--- src/rtl/pesc_params.svh ---
// Offsets, field positions and reset values of the event select block
`ifndef PESC_PARAMS_SVH
`define PESC_PARAMS_SVH
// Register indexes; byte address is four times the index
`define PESC_IDX_CTR0   12'h0c1
`define PESC_IDX_CTR1   12'h0c2
`define PESC_IDX_SEL0   12'h186
`define PESC_IDX_SEL1   12'h187
`define PESC_IDX_STAT   12'h190
`define PESC_IDX_MASK   12'h191
`define PESC_IDX_LIVE   12'h192
// Event select field positions
`define PESC_CODE_LSB   0
`define PESC_CODE_MSB   7
`define PESC_QUAL_LSB   8
`define PESC_QUAL_MSB   15
`define PESC_USER_BIT   16
`define PESC_KERN_BIT   17
`define PESC_OCC_BIT    18
`define PESC_PIN_BIT    19
`define PESC_INT_BIT    20
`define PESC_GEN_BIT    22
`define PESC_NEG_BIT    23
`define PESC_THR_LSB    24
`define PESC_THR_MSB    31
// Widths and reset values
`define PESC_CNT_W      32
`define PESC_SEL_RST    32'h0000_0000
`define PESC_CTR_RST    32'h0000_0000
`define PESC_IRQ_RST    2'h0
`endif

--- src/rtl/pesc_pkg.sv ---
// Types shared by the event select block
package pesc_pkg;
    typedef logic [31:0] pesc_word_type;
    typedef logic [7:0]  pesc_byte_type;
    typedef enum logic { PESC_DURATION, PESC_OCCURRENCE } pesc_mode_type;
endpackage : pesc_pkg

--- src/rtl/pesc_cnt_if.sv ---
// Carrier between the register file and one event counter
`timescale 1ns/1ps
`include "pesc_params.svh"
interface pesc_cnt_if;
    pesc_pkg::pesc_word_type  cfg;
    logic                     glob_en;
    logic [1:0]               priv;
    pesc_pkg::pesc_byte_type  evt_cnt;
    logic                     wr_en;
    logic [`PESC_CNT_W-1:0]   wr_data;
    logic [`PESC_CNT_W-1:0]   count;
    logic                     ovf;
    logic                     running;
    modport ctl (output cfg, glob_en, priv, evt_cnt, wr_en, wr_data,
                 input count, ovf, running);
    modport cnt (input cfg, glob_en, priv, evt_cnt, wr_en, wr_data,
                 output count, ovf, running);
endinterface : pesc_cnt_if

--- src/rtl/pesc_counter.sv ---
// One event counter with privilege filter, mode and threshold
`timescale 1ns/1ps
`include "pesc_params.svh"
module pesc_counter
(
    input wire logic   clk,
    input wire logic   srst,
    pesc_cnt_if.cnt    cif
);
    logic [`PESC_CNT_W-1:0] count_reg;
    logic [`PESC_CNT_W-1:0] count_next;
    logic                   ovf_reg;
    logic                   ovf_next;
    logic                   priv_ok;
    logic                   run;
    logic                   pass;
    pesc_pkg::pesc_byte_type thr;
    pesc_pkg::pesc_byte_type inc;
    pesc_pkg::pesc_mode_type mode;
    logic [`PESC_CNT_W:0]   sum;

    // Qualify, threshold and accumulate one cycle of events
    always_comb
    begin
        thr     = cif.cfg[`PESC_THR_MSB:`PESC_THR_LSB];
        mode    = cif.cfg[`PESC_OCC_BIT] ? pesc_pkg::PESC_OCCURRENCE
                                         : pesc_pkg::PESC_DURATION;
        priv_ok = (cif.priv == 2'h0) ? cif.cfg[`PESC_KERN_BIT]
                                     : cif.cfg[`PESC_USER_BIT];
        run     = cif.glob_en & priv_ok;
        pass    = (cif.evt_cnt >= thr) ^ cif.cfg[`PESC_NEG_BIT];
        if (thr != 8'h00)
            inc = {7'h00, pass};
        else if (mode == pesc_pkg::PESC_OCCURRENCE)
            inc = cif.evt_cnt;
        else
            inc = {7'h00, cif.evt_cnt != 8'h00};
        sum = {1'b0, count_reg} + {{(`PESC_CNT_W - 7){1'b0}}, inc};
        count_next = count_reg;
        ovf_next   = 1'b0;
        if (cif.wr_en)
            count_next = cif.wr_data;
        else if (run)
        begin
            count_next = sum[`PESC_CNT_W-1:0];
            ovf_next   = sum[`PESC_CNT_W];
        end
    end

    // Counter value
    always_ff @(posedge clk)
    begin
        if (srst)
            count_reg <= `PESC_CTR_RST;
        else
            count_reg <= count_next;
    end

    // Wrap pulse, high with the wrapped value
    always_ff @(posedge clk)
    begin
        if (srst)
            ovf_reg <= 1'b0;
        else
            ovf_reg <= ovf_next;
    end

    assign cif.count   = count_reg;
    assign cif.ovf     = ovf_reg;
    assign cif.running = run;

    chk_halt_hold: assert property (
        @(posedge clk) disable iff (srst)
        (!cif.glob_en && !cif.wr_en) |=> $stable(count_reg))
        else $error("Counter moved while halted");

    chk_wrap_pulse: assert property (
        @(posedge clk) disable iff (srst)
        ovf_reg |-> (count_reg < 32'h0000_0100) && $past(count_reg) > 32'hffff_ff00)
        else $error("Overflow pulse without a wrap");

    chk_thr_step: assert property (
        @(posedge clk) disable iff (srst)
        (run && !cif.wr_en && thr != 8'h00 && !ovf_next)
        |=> count_reg - $past(count_reg) <= 32'h0000_0001)
        else $error("Threshold mode added more than one");
endmodule : pesc_counter

--- src/rtl/pesc_top.sv ---
// Event select registers and two event counters behind classic Wishbone
//
// The implementer's own choice: the Wishbone interface to the registers.
`timescale 1ns/1ps
`include "pesc_params.svh"

// How it works
// - Bits 7:0 of each select register give the event code the counter tallies.
// - Bits 15:8 qualify the event; zero there enables every option of it.
// - Bit 16 allows counting at levels 1 to 3 and bit 17 at level 0.
// - Bit 18 high counts occurrences, low counts cycles while the event holds.
// - Bit 19 sends the counter's overflow to the overflow pin.
// - Bit 20 passes overflow to the interrupt status, and on to irq where its mask bit is set; low raises nothing.
// - Bit 22 of the first select register lets both counters run or halts them.
// - Bit 23 inverts the threshold comparison before the count decision.
// - Bits 31:24 hold an 8-bit threshold applied to each cycle's event count.
// - A second select register serves the second counter with the same layout.
module pesc_top
(
    input  wire logic          clk,
    input  wire logic          srst,
    input  wire logic          wb_cyc_i,
    input  wire logic          wb_stb_i,
    input  wire logic          wb_we_i,
    input  wire logic [15:0]   wb_adr_i,
    input  wire logic [3:0]    wb_sel_i,
    input  wire logic [31:0]   wb_dat_i,
    output logic      [31:0]   wb_dat_o,
    output logic               wb_ack_o,
    input  wire logic [1:0]    priv_level,
    input  wire logic [7:0]    evt0_count,
    input  wire logic [7:0]    evt1_count,
    output logic      [7:0]    evt0_code,
    output logic      [7:0]    evt0_qual,
    output logic      [7:0]    evt1_code,
    output logic      [7:0]    evt1_qual,
    output logic               ovf_pin,
    output logic               irq
);
    pesc_pkg::pesc_word_type  sel_reg [2];
    pesc_pkg::pesc_word_type  dat_reg;
    pesc_pkg::pesc_word_type  dat_next;
    pesc_pkg::pesc_word_type  byte_mask;
    logic [1:0]               stat_reg;
    logic [1:0]               stat_next;
    logic [1:0]               mask_reg;
    logic                     ack_reg;
    logic                     pin_reg;
    logic                     access;
    logic                     wr_stb;
    logic                     hit_top;
    logic [11:0]              idx;
    logic [1:0]               ovf_vec;
    logic [1:0]               run_vec;
    logic [1:0]               sel_wr;
    logic [1:0]               ctr_wr;
    logic [`PESC_CNT_W-1:0]   ctr_val [2];
    logic [7:0]               evt_in [2];

    // Bus decode: one request is served per ack, ack drops a cycle later
    assign access  = wb_cyc_i & wb_stb_i & ~ack_reg;
    assign wr_stb  = access & wb_we_i;
    assign idx     = wb_adr_i[13:2];
    assign hit_top = (wb_adr_i[15:14] == 2'h0);
    assign evt_in[0] = evt0_count;
    assign evt_in[1] = evt1_count;

    // Byte lanes to a bit mask
    always_comb
    begin
        byte_mask = {{8{wb_sel_i[3]}}, {8{wb_sel_i[2]}},
                     {8{wb_sel_i[1]}}, {8{wb_sel_i[0]}}};
    end

    // Write strobes per register
    always_comb
    begin
        sel_wr[0] = wr_stb & hit_top & (idx == `PESC_IDX_SEL0);
        sel_wr[1] = wr_stb & hit_top & (idx == `PESC_IDX_SEL1);
        ctr_wr[0] = wr_stb & hit_top & (idx == `PESC_IDX_CTR0);
        ctr_wr[1] = wr_stb & hit_top & (idx == `PESC_IDX_CTR1);
    end

    // One counter per select register
    genvar g;
    for (g = 0; g < 2; g++)
    begin : g_ctr
        pesc_cnt_if cif ();
        assign cif.cfg     = sel_reg[g];
        assign cif.glob_en = sel_reg[0][`PESC_GEN_BIT];
        assign cif.priv    = priv_level;
        assign cif.evt_cnt = evt_in[g];
        assign cif.wr_en   = ctr_wr[g];
        assign cif.wr_data = (cif.count & ~byte_mask) | (wb_dat_i & byte_mask);
        assign ctr_val[g]  = cif.count;
        assign ovf_vec[g]  = cif.ovf;
        assign run_vec[g]  = cif.running;
        pesc_counter u_ctr
        (
            .clk  (clk),
            .srst (srst),
            .cif  (cif)
        );

        // Select register with byte lane writes
        always_ff @(posedge clk)
        begin
            if (srst)
                sel_reg[g] <= `PESC_SEL_RST;
            else if (sel_wr[g])
                sel_reg[g] <= (sel_reg[g] & ~byte_mask) | (wb_dat_i & byte_mask);
        end
    end

    // Event code and qualifier go to the event sources
    assign evt0_code = sel_reg[0][`PESC_CODE_MSB:`PESC_CODE_LSB];
    assign evt1_code = sel_reg[1][`PESC_CODE_MSB:`PESC_CODE_LSB];
    assign evt0_qual = sel_reg[0][`PESC_QUAL_MSB:`PESC_QUAL_LSB];
    assign evt1_qual = sel_reg[1][`PESC_QUAL_MSB:`PESC_QUAL_LSB];

    // Sticky interrupt status, set wins over the write-one clear
    always_comb
    begin
        stat_next = stat_reg;
        if (wr_stb && hit_top && idx == `PESC_IDX_STAT && wb_sel_i[0])
            stat_next = stat_reg & ~wb_dat_i[1:0];
        stat_next[0] = stat_next[0] | (ovf_vec[0] & sel_reg[0][`PESC_INT_BIT]);
        stat_next[1] = stat_next[1] | (ovf_vec[1] & sel_reg[1][`PESC_INT_BIT]);
    end

    // Status register
    always_ff @(posedge clk)
    begin
        if (srst)
            stat_reg <= `PESC_IRQ_RST;
        else
            stat_reg <= stat_next;
    end

    // Interrupt mask register
    always_ff @(posedge clk)
    begin
        if (srst)
            mask_reg <= `PESC_IRQ_RST;
        else if (wr_stb && hit_top && idx == `PESC_IDX_MASK && wb_sel_i[0])
            mask_reg <= wb_dat_i[1:0];
    end

    // Level request to the interrupt controller
    assign irq = |(stat_reg & mask_reg);

    // Overflow pin pulses one cycle after a wrap
    always_ff @(posedge clk)
    begin
        if (srst)
            pin_reg <= 1'b0;
        else
            pin_reg <= (ovf_vec[0] & sel_reg[0][`PESC_PIN_BIT])
                     | (ovf_vec[1] & sel_reg[1][`PESC_PIN_BIT]);
    end
    assign ovf_pin = pin_reg;

    // Read multiplexer, unmapped addresses read as zero
    always_comb
    begin
        dat_next = 32'h0000_0000;
        if (hit_top)
        begin
            case (idx)
                `PESC_IDX_SEL0: dat_next = sel_reg[0];
                `PESC_IDX_SEL1: dat_next = sel_reg[1];
                `PESC_IDX_CTR0: dat_next = ctr_val[0];
                `PESC_IDX_CTR1: dat_next = ctr_val[1];
                `PESC_IDX_STAT: dat_next = {30'h0000_0000, stat_reg};
                `PESC_IDX_MASK: dat_next = {30'h0000_0000, mask_reg};
                `PESC_IDX_LIVE: dat_next = {28'h000_0000, priv_level, run_vec};
                default:        dat_next = 32'h0000_0000;
            endcase
        end
    end

    // Read data register
    always_ff @(posedge clk)
    begin
        if (srst)
            dat_reg <= 32'h0000_0000;
        else if (access && !wb_we_i)
            dat_reg <= dat_next;
    end

    // Acknowledge, one cycle after the request
    always_ff @(posedge clk)
    begin
        if (srst)
            ack_reg <= 1'b0;
        else
            ack_reg <= access;
    end
    assign wb_ack_o = ack_reg;
    assign wb_dat_o = dat_reg;

    chk_ack_single: assert property (
        @(posedge clk) disable iff (srst)
        wb_ack_o |=> !wb_ack_o)
        else $error("Ack held for more than one cycle");

    chk_code_write: assert property (
        @(posedge clk) disable iff (srst)
        (sel_wr[0] && wb_sel_i[0]) |=> evt0_code == $past(wb_dat_i[7:0]))
        else $error("Event code not taken from write");

    chk_pin_cause: assert property (
        @(posedge clk) disable iff (srst)
        ovf_pin |-> $past((ovf_vec[0] && sel_reg[0][`PESC_PIN_BIT])
                       || (ovf_vec[1] && sel_reg[1][`PESC_PIN_BIT])))
        else $error("Overflow pin without enabled overflow");

    chk_int_set: assert property (
        @(posedge clk) disable iff (srst)
        (ovf_vec[0] && sel_reg[0][`PESC_INT_BIT]) |=> stat_reg[0])
        else $error("Enabled overflow did not set status");

    chk_int_off: assert property (
        @(posedge clk) disable iff (srst)
        (!stat_reg[1] && !(ovf_vec[1] && sel_reg[1][`PESC_INT_BIT])) |=> !stat_reg[1])
        else $error("Status set without enabled overflow");
endmodule : pesc_top

--- config.mk ---
export PLATFORM = sky130hd
export DESIGN_NAME = pesc_top
export DESIGN_NICKNAME = d
export VERILOG_FILES = /design/src/rtl/pesc_pkg.sv /design/src/rtl/pesc_cnt_if.sv /design/src/rtl/pesc_counter.sv /design/src/rtl/pesc_top.sv
export VERILOG_INCLUDE_DIRS = /design/src /design/src/rtl
export SDC_FILE = /design/constraint.sdc
export NUM_CORES = 1
export LEC_CHECK = 0
export ABC_CLOCK_PERIOD_IN_PS = 9900
export BUFFER_PORTS_ARGS = -buffer_cell sky130_fd_sc_hd__buf_2
export CAP_MARGIN = 20
export CORE_MARGIN = 4
export CORE_UTILIZATION = 60
export CTS_BUF_LIST = sky130_fd_sc_hd__clkbuf_2
export CTS_CLUSTER_SIZE = 25
export DETAILED_ROUTE_END_ITERATION = 7
export GPL_TIMING_DRIVEN = 0
export PLACE_DENSITY_LB_ADDON = 0.3
export SKIP_LAST_GASP = 1
export SLEW_MARGIN = 20
export SYNTH_ARGS = -nofsm -noshare
export SYNTH_HDL_FRONTEND = slang
export SYNTH_SLANG_ARGS = --single-unit
--- constraint.sdc ---
create_clock -name clk -period 9.9 [get_ports clk]
set_clock_uncertainty 0.1 [all_clocks]
set_input_delay 1.98 -clock clk [delete_from_list [all_inputs] [get_ports clk]]
set_output_delay 1.98 -clock clk [all_outputs]
set_load 0.03 [all_outputs]
==> key figures <==
Status
  – Failing checks: design-rule violations
  – Status: complete, but fails checks

Die
  – Die area: 0.0200 mm^2
  – Std cell rows: 48
  – IO Count: 142
  – Initial Util: 0.614
  – Die H: 141 um
  – Core area: 0.0174 mm^2
  – Die Wd: 141 um

Logic synthesis
  – Yosys warnings: 0
  – Async S/R FF share, synth: 0
  – Compound-Gate Fraction of Synth Area: 0.250
  – Yosys reg bits: 168
  – Main combinational cell family by area after synthesis: compound AO/OA/AOI/OAI gates
  – Mux share of post-synthesis cell area: 0.0457
  – Sequential area share after synthesis: 0.376
  – Cell taking the most area after synthesis: dfxtp_1
  – Ys flop type: dfxtp_1
  – Synth top area cells: dfxtp_1 (20%), edfxtp_1 (18%), a21oi_1 (6.1%), nand2_1 (5.7%), mux2i_1 (4.0%)
  – Simple-gate portion of the synthesized area: 0.206
  – Post-Synth XOR/XNOR Area: 0.0115
  – Post-synth EDFFs: 64
  – Synth Area per Inst: 8.54 um^2
  – Mapped Area: 0.0107 mm^2
  – Mapped Cells: 1,248
  – Share of the synthesized area in the top cell type: 0.195
  – Post-Synth Adder-Cell Area: 0.0413
  – Net Count, Synth: 1,357
  – Cell variety after synth: 83

Global route
  – Met2 Track Usage GR: 0.630
  – GRT overflow: 0
  – Met3 usage in global routing: 0.0907
  – First-pass GRT wire length: 62,100 um
  – Initial antenna violation count: 1
  – Grt met1 use: 0.522
  – Total track usage: 0.410
  – Vias in the first global route: 10.5k
  – Pin count of the biggest net entering global routing: 22
  – Busiest grt layer: met2

Placed design
  – DP HPWL: 31,800 um
  – PortBufs: 138
  – GP Congestion: 1.03
  – Placed cell areas: 0.0117 mm^2
  – Post-Place Worst Slack: 3.58 ns
  – Cells after DPL: 1,614

Clock tree
  – Clk sinks: 168
  – # resized after CTS: 0
  – Number of hold buffers added after cts: 0
  – CTS tree: yes
  – CTS buffer count: 17
  – H-Tree Depth: 4
  – Clock latency on the worst-skew pair: 0.82 ns
  – Post-CTS setup buffers: 0
  – Clock-pin slew on the worst setup and hold paths: 0.27 ns
  – CTS max path bufs: 2
  – Clock tree root buffer cell: clkbuf_2

Setup path
  – Crit path arrival time: 6.33 ns
  – Worst Path Required: 10.54 ns
  – Crit-path cells: buf_2 -> ha_1 -> a211oi_1 -> a21oi_1 -> o221a_2 -> o211ai_1 -> ha_1 -> inv_1 -> fa_1 -> nand2b_1 -> a21oi_1 -> o21ai_0 -> clkbuf_1 -> nor4_1 -> o221ai_1 -> nor3_1
  – Worst setup SP type: primary input
  – Buf+Inv Stages, Crit Path: 3
  – Crit-path max FO: 10
  – CP peak stage delay: 0.68 ns
  – Slowest CP cell: nor4_1
  – Critical path endpoint category: flop
  – Critical path class: primary input to flop
  – Top cell family by delay on the critical path: compound AO/OA/AOI/OAI gates

Layout
  – Fin util: 0.690
  – Final Net Count: 1,517
  – Fraction of layout cells with a size suffix above 1: 0.179
  – Non-filler instance count after layout: 1,648
  – Post-route cell area: 0.0120 mm^2
  – Syn-to-layout area delta: 12.4%
  – FILL cells: 1,491

STA
  – Setup TNS: 0 ns
  – Final setup fails: 0
  – Final hold vios: 0
  – RSZ-0062 raised after global routing: no
  – Period utilisation layout: 0.574
  – Slew margin rel.: 0.232
  – WHS: 0.357 ns
  – Slew Viols, Final: 0
  – Least-Margin Pin Slew: 1.15 ns
  – FMAX: 0.176 GHz
  – Final WS setup: 4.21 ns
  – Fin crit period: 5.69 ns

Route
  – WL/cell: 25.3 um
  – First-pass DRT Iterations: 8
  – DRC Markers: 1
  – Total number of vias: 11.3k
  – Routed Antenna Nets: 0
  – Vias per Instance: 6.86
  – DR iter-0 viols: 1,648
  – Routed WL: 41,700 um

Hold path
  – Worst hold path class: flop to flop

Job
  – Max-cap violations: 0

Power and ir drop
  – Pwr Total: 1.35 mW
  – Leak pwr: 4.61 nW
  – Pwr Density: 112 mW/mm^2
  – Worst vdd ir: 0.0904 mV
-- cell type report --
class	instances	area, um^2	share of cell area
Antenna cell	2	5.00	0.000418
Tap cell	225	282	0.0235
Clock buffer	17	85.1	0.00710
Clock inverter	15	201	0.0168
Buffer	107	566	0.0472
Multi-Input combinational cell	926	5930	0.495
Timing Repair Buffer	141	737	0.0615
Inverter	47	176	0.0147
Sequential cell	168	4000	0.334
-- routing by layer --
layer  vias up  part of all wire
li1       5000                 -
met1      5245              0.37
met2       861              0.44
met3       205              0.12
met4         0             0.074
met5         -                 0
-- cells by family after synthesis --
group                      after synthesis
xor gates and xnor gates                14
muxes                                   48
and+or+nand+nor                        435
AOI/OAI and AO/OA                      395
DFF                                    168
adders and majority gates               34
buffers and inverters                  154
-- Yosys cell counts (5+ instances only) --
| cell | number |
|---|---|
| a211oi_1 | 18 |
| a21o_1 | 10 |
| a21oi_1 | 129 |
| a22o_1 | 31 |
| a22oi_1 | 38 |
| a311oi_1 | 6 |
| a31oi_1 | 12 |
| a32oi_1 | 6 |
| and3_1 | 22 |
| buf_2 | 8 |
| buf_4 | 35 |
| clkbuf_1 | 57 |
| dfxtp_1 | 104 |
| edfxtp_1 | 64 |
| ha_1 | 32 |
| inv_1 | 46 |
| mux2_2 | 5 |
| mux2i_1 | 43 |
| nand2_1 | 161 |
| nand2b_1 | 27 |
| nand3_1 | 45 |
| nand4_1 | 14 |
| nor2_1 | 67 |
| nor3_1 | 31 |
| nor4_1 | 15 |
| o211ai_1 | 13 |
| o21ai_0 | 32 |
| o221ai_1 | 17 |
| o22ai_1 | 32 |
| o311ai_0 | 6 |
| o31ai_1 | 9 |
| or3_1 | 8 |
| or4_1 | 10 |
| xnor2_1 | 10 |
-- path summary, 6_finish.rpt --
check                                     from     endpoint  slack [ns]  cells past startpoint
worst max-delay path             evt0_count[5]         flop        4.21                     16
worst max register to register  sel_reg[0][24]         flop        4.76                     16
worst min-delay path               wb_dat_o[1]  wb_dat_o[1]        0.36                      2
worst min register to register     wb_dat_o[1]  wb_dat_o[1]        0.36                      2
-- report_power, final --
group	internal [mW]	switching [mW]
Sequential	0.730	0.0116
Combinational	0.0551	0.117
Clock	0.135	0.299
Total	0.920	0.428
-- cell usage in the layout, fill, tap and decap left out, types with 12 or more instances in the layout --
cell type    n
edfxtp_1    64
dfxtp_1    104
buf_2      146
nand2_1    160
a211oi_1    18
o221ai_1    17
nand3_1     45
a31oi_1     12
nor4_1      15
nand2b_1    27
nor3_1      31
mux2i_1     43
a22o_1      31
inv_1       46
nand4_1     14
o21ai_0     32
buf_4       35
a21oi_1    129
and3_1      22
o22ai_1     32
clkbuf_2    17
clkbuf_1    57
o211ai_1    13
ha_1        32
nor2_1      67
a22oi_1     38
-- worst min-delay path: stages (launching register included) --
cell and delay, ns:
dfxtp_1 0.37, nand2_1 0.05, nand2_1 0.04
Power figures use the tool's default switching activity.
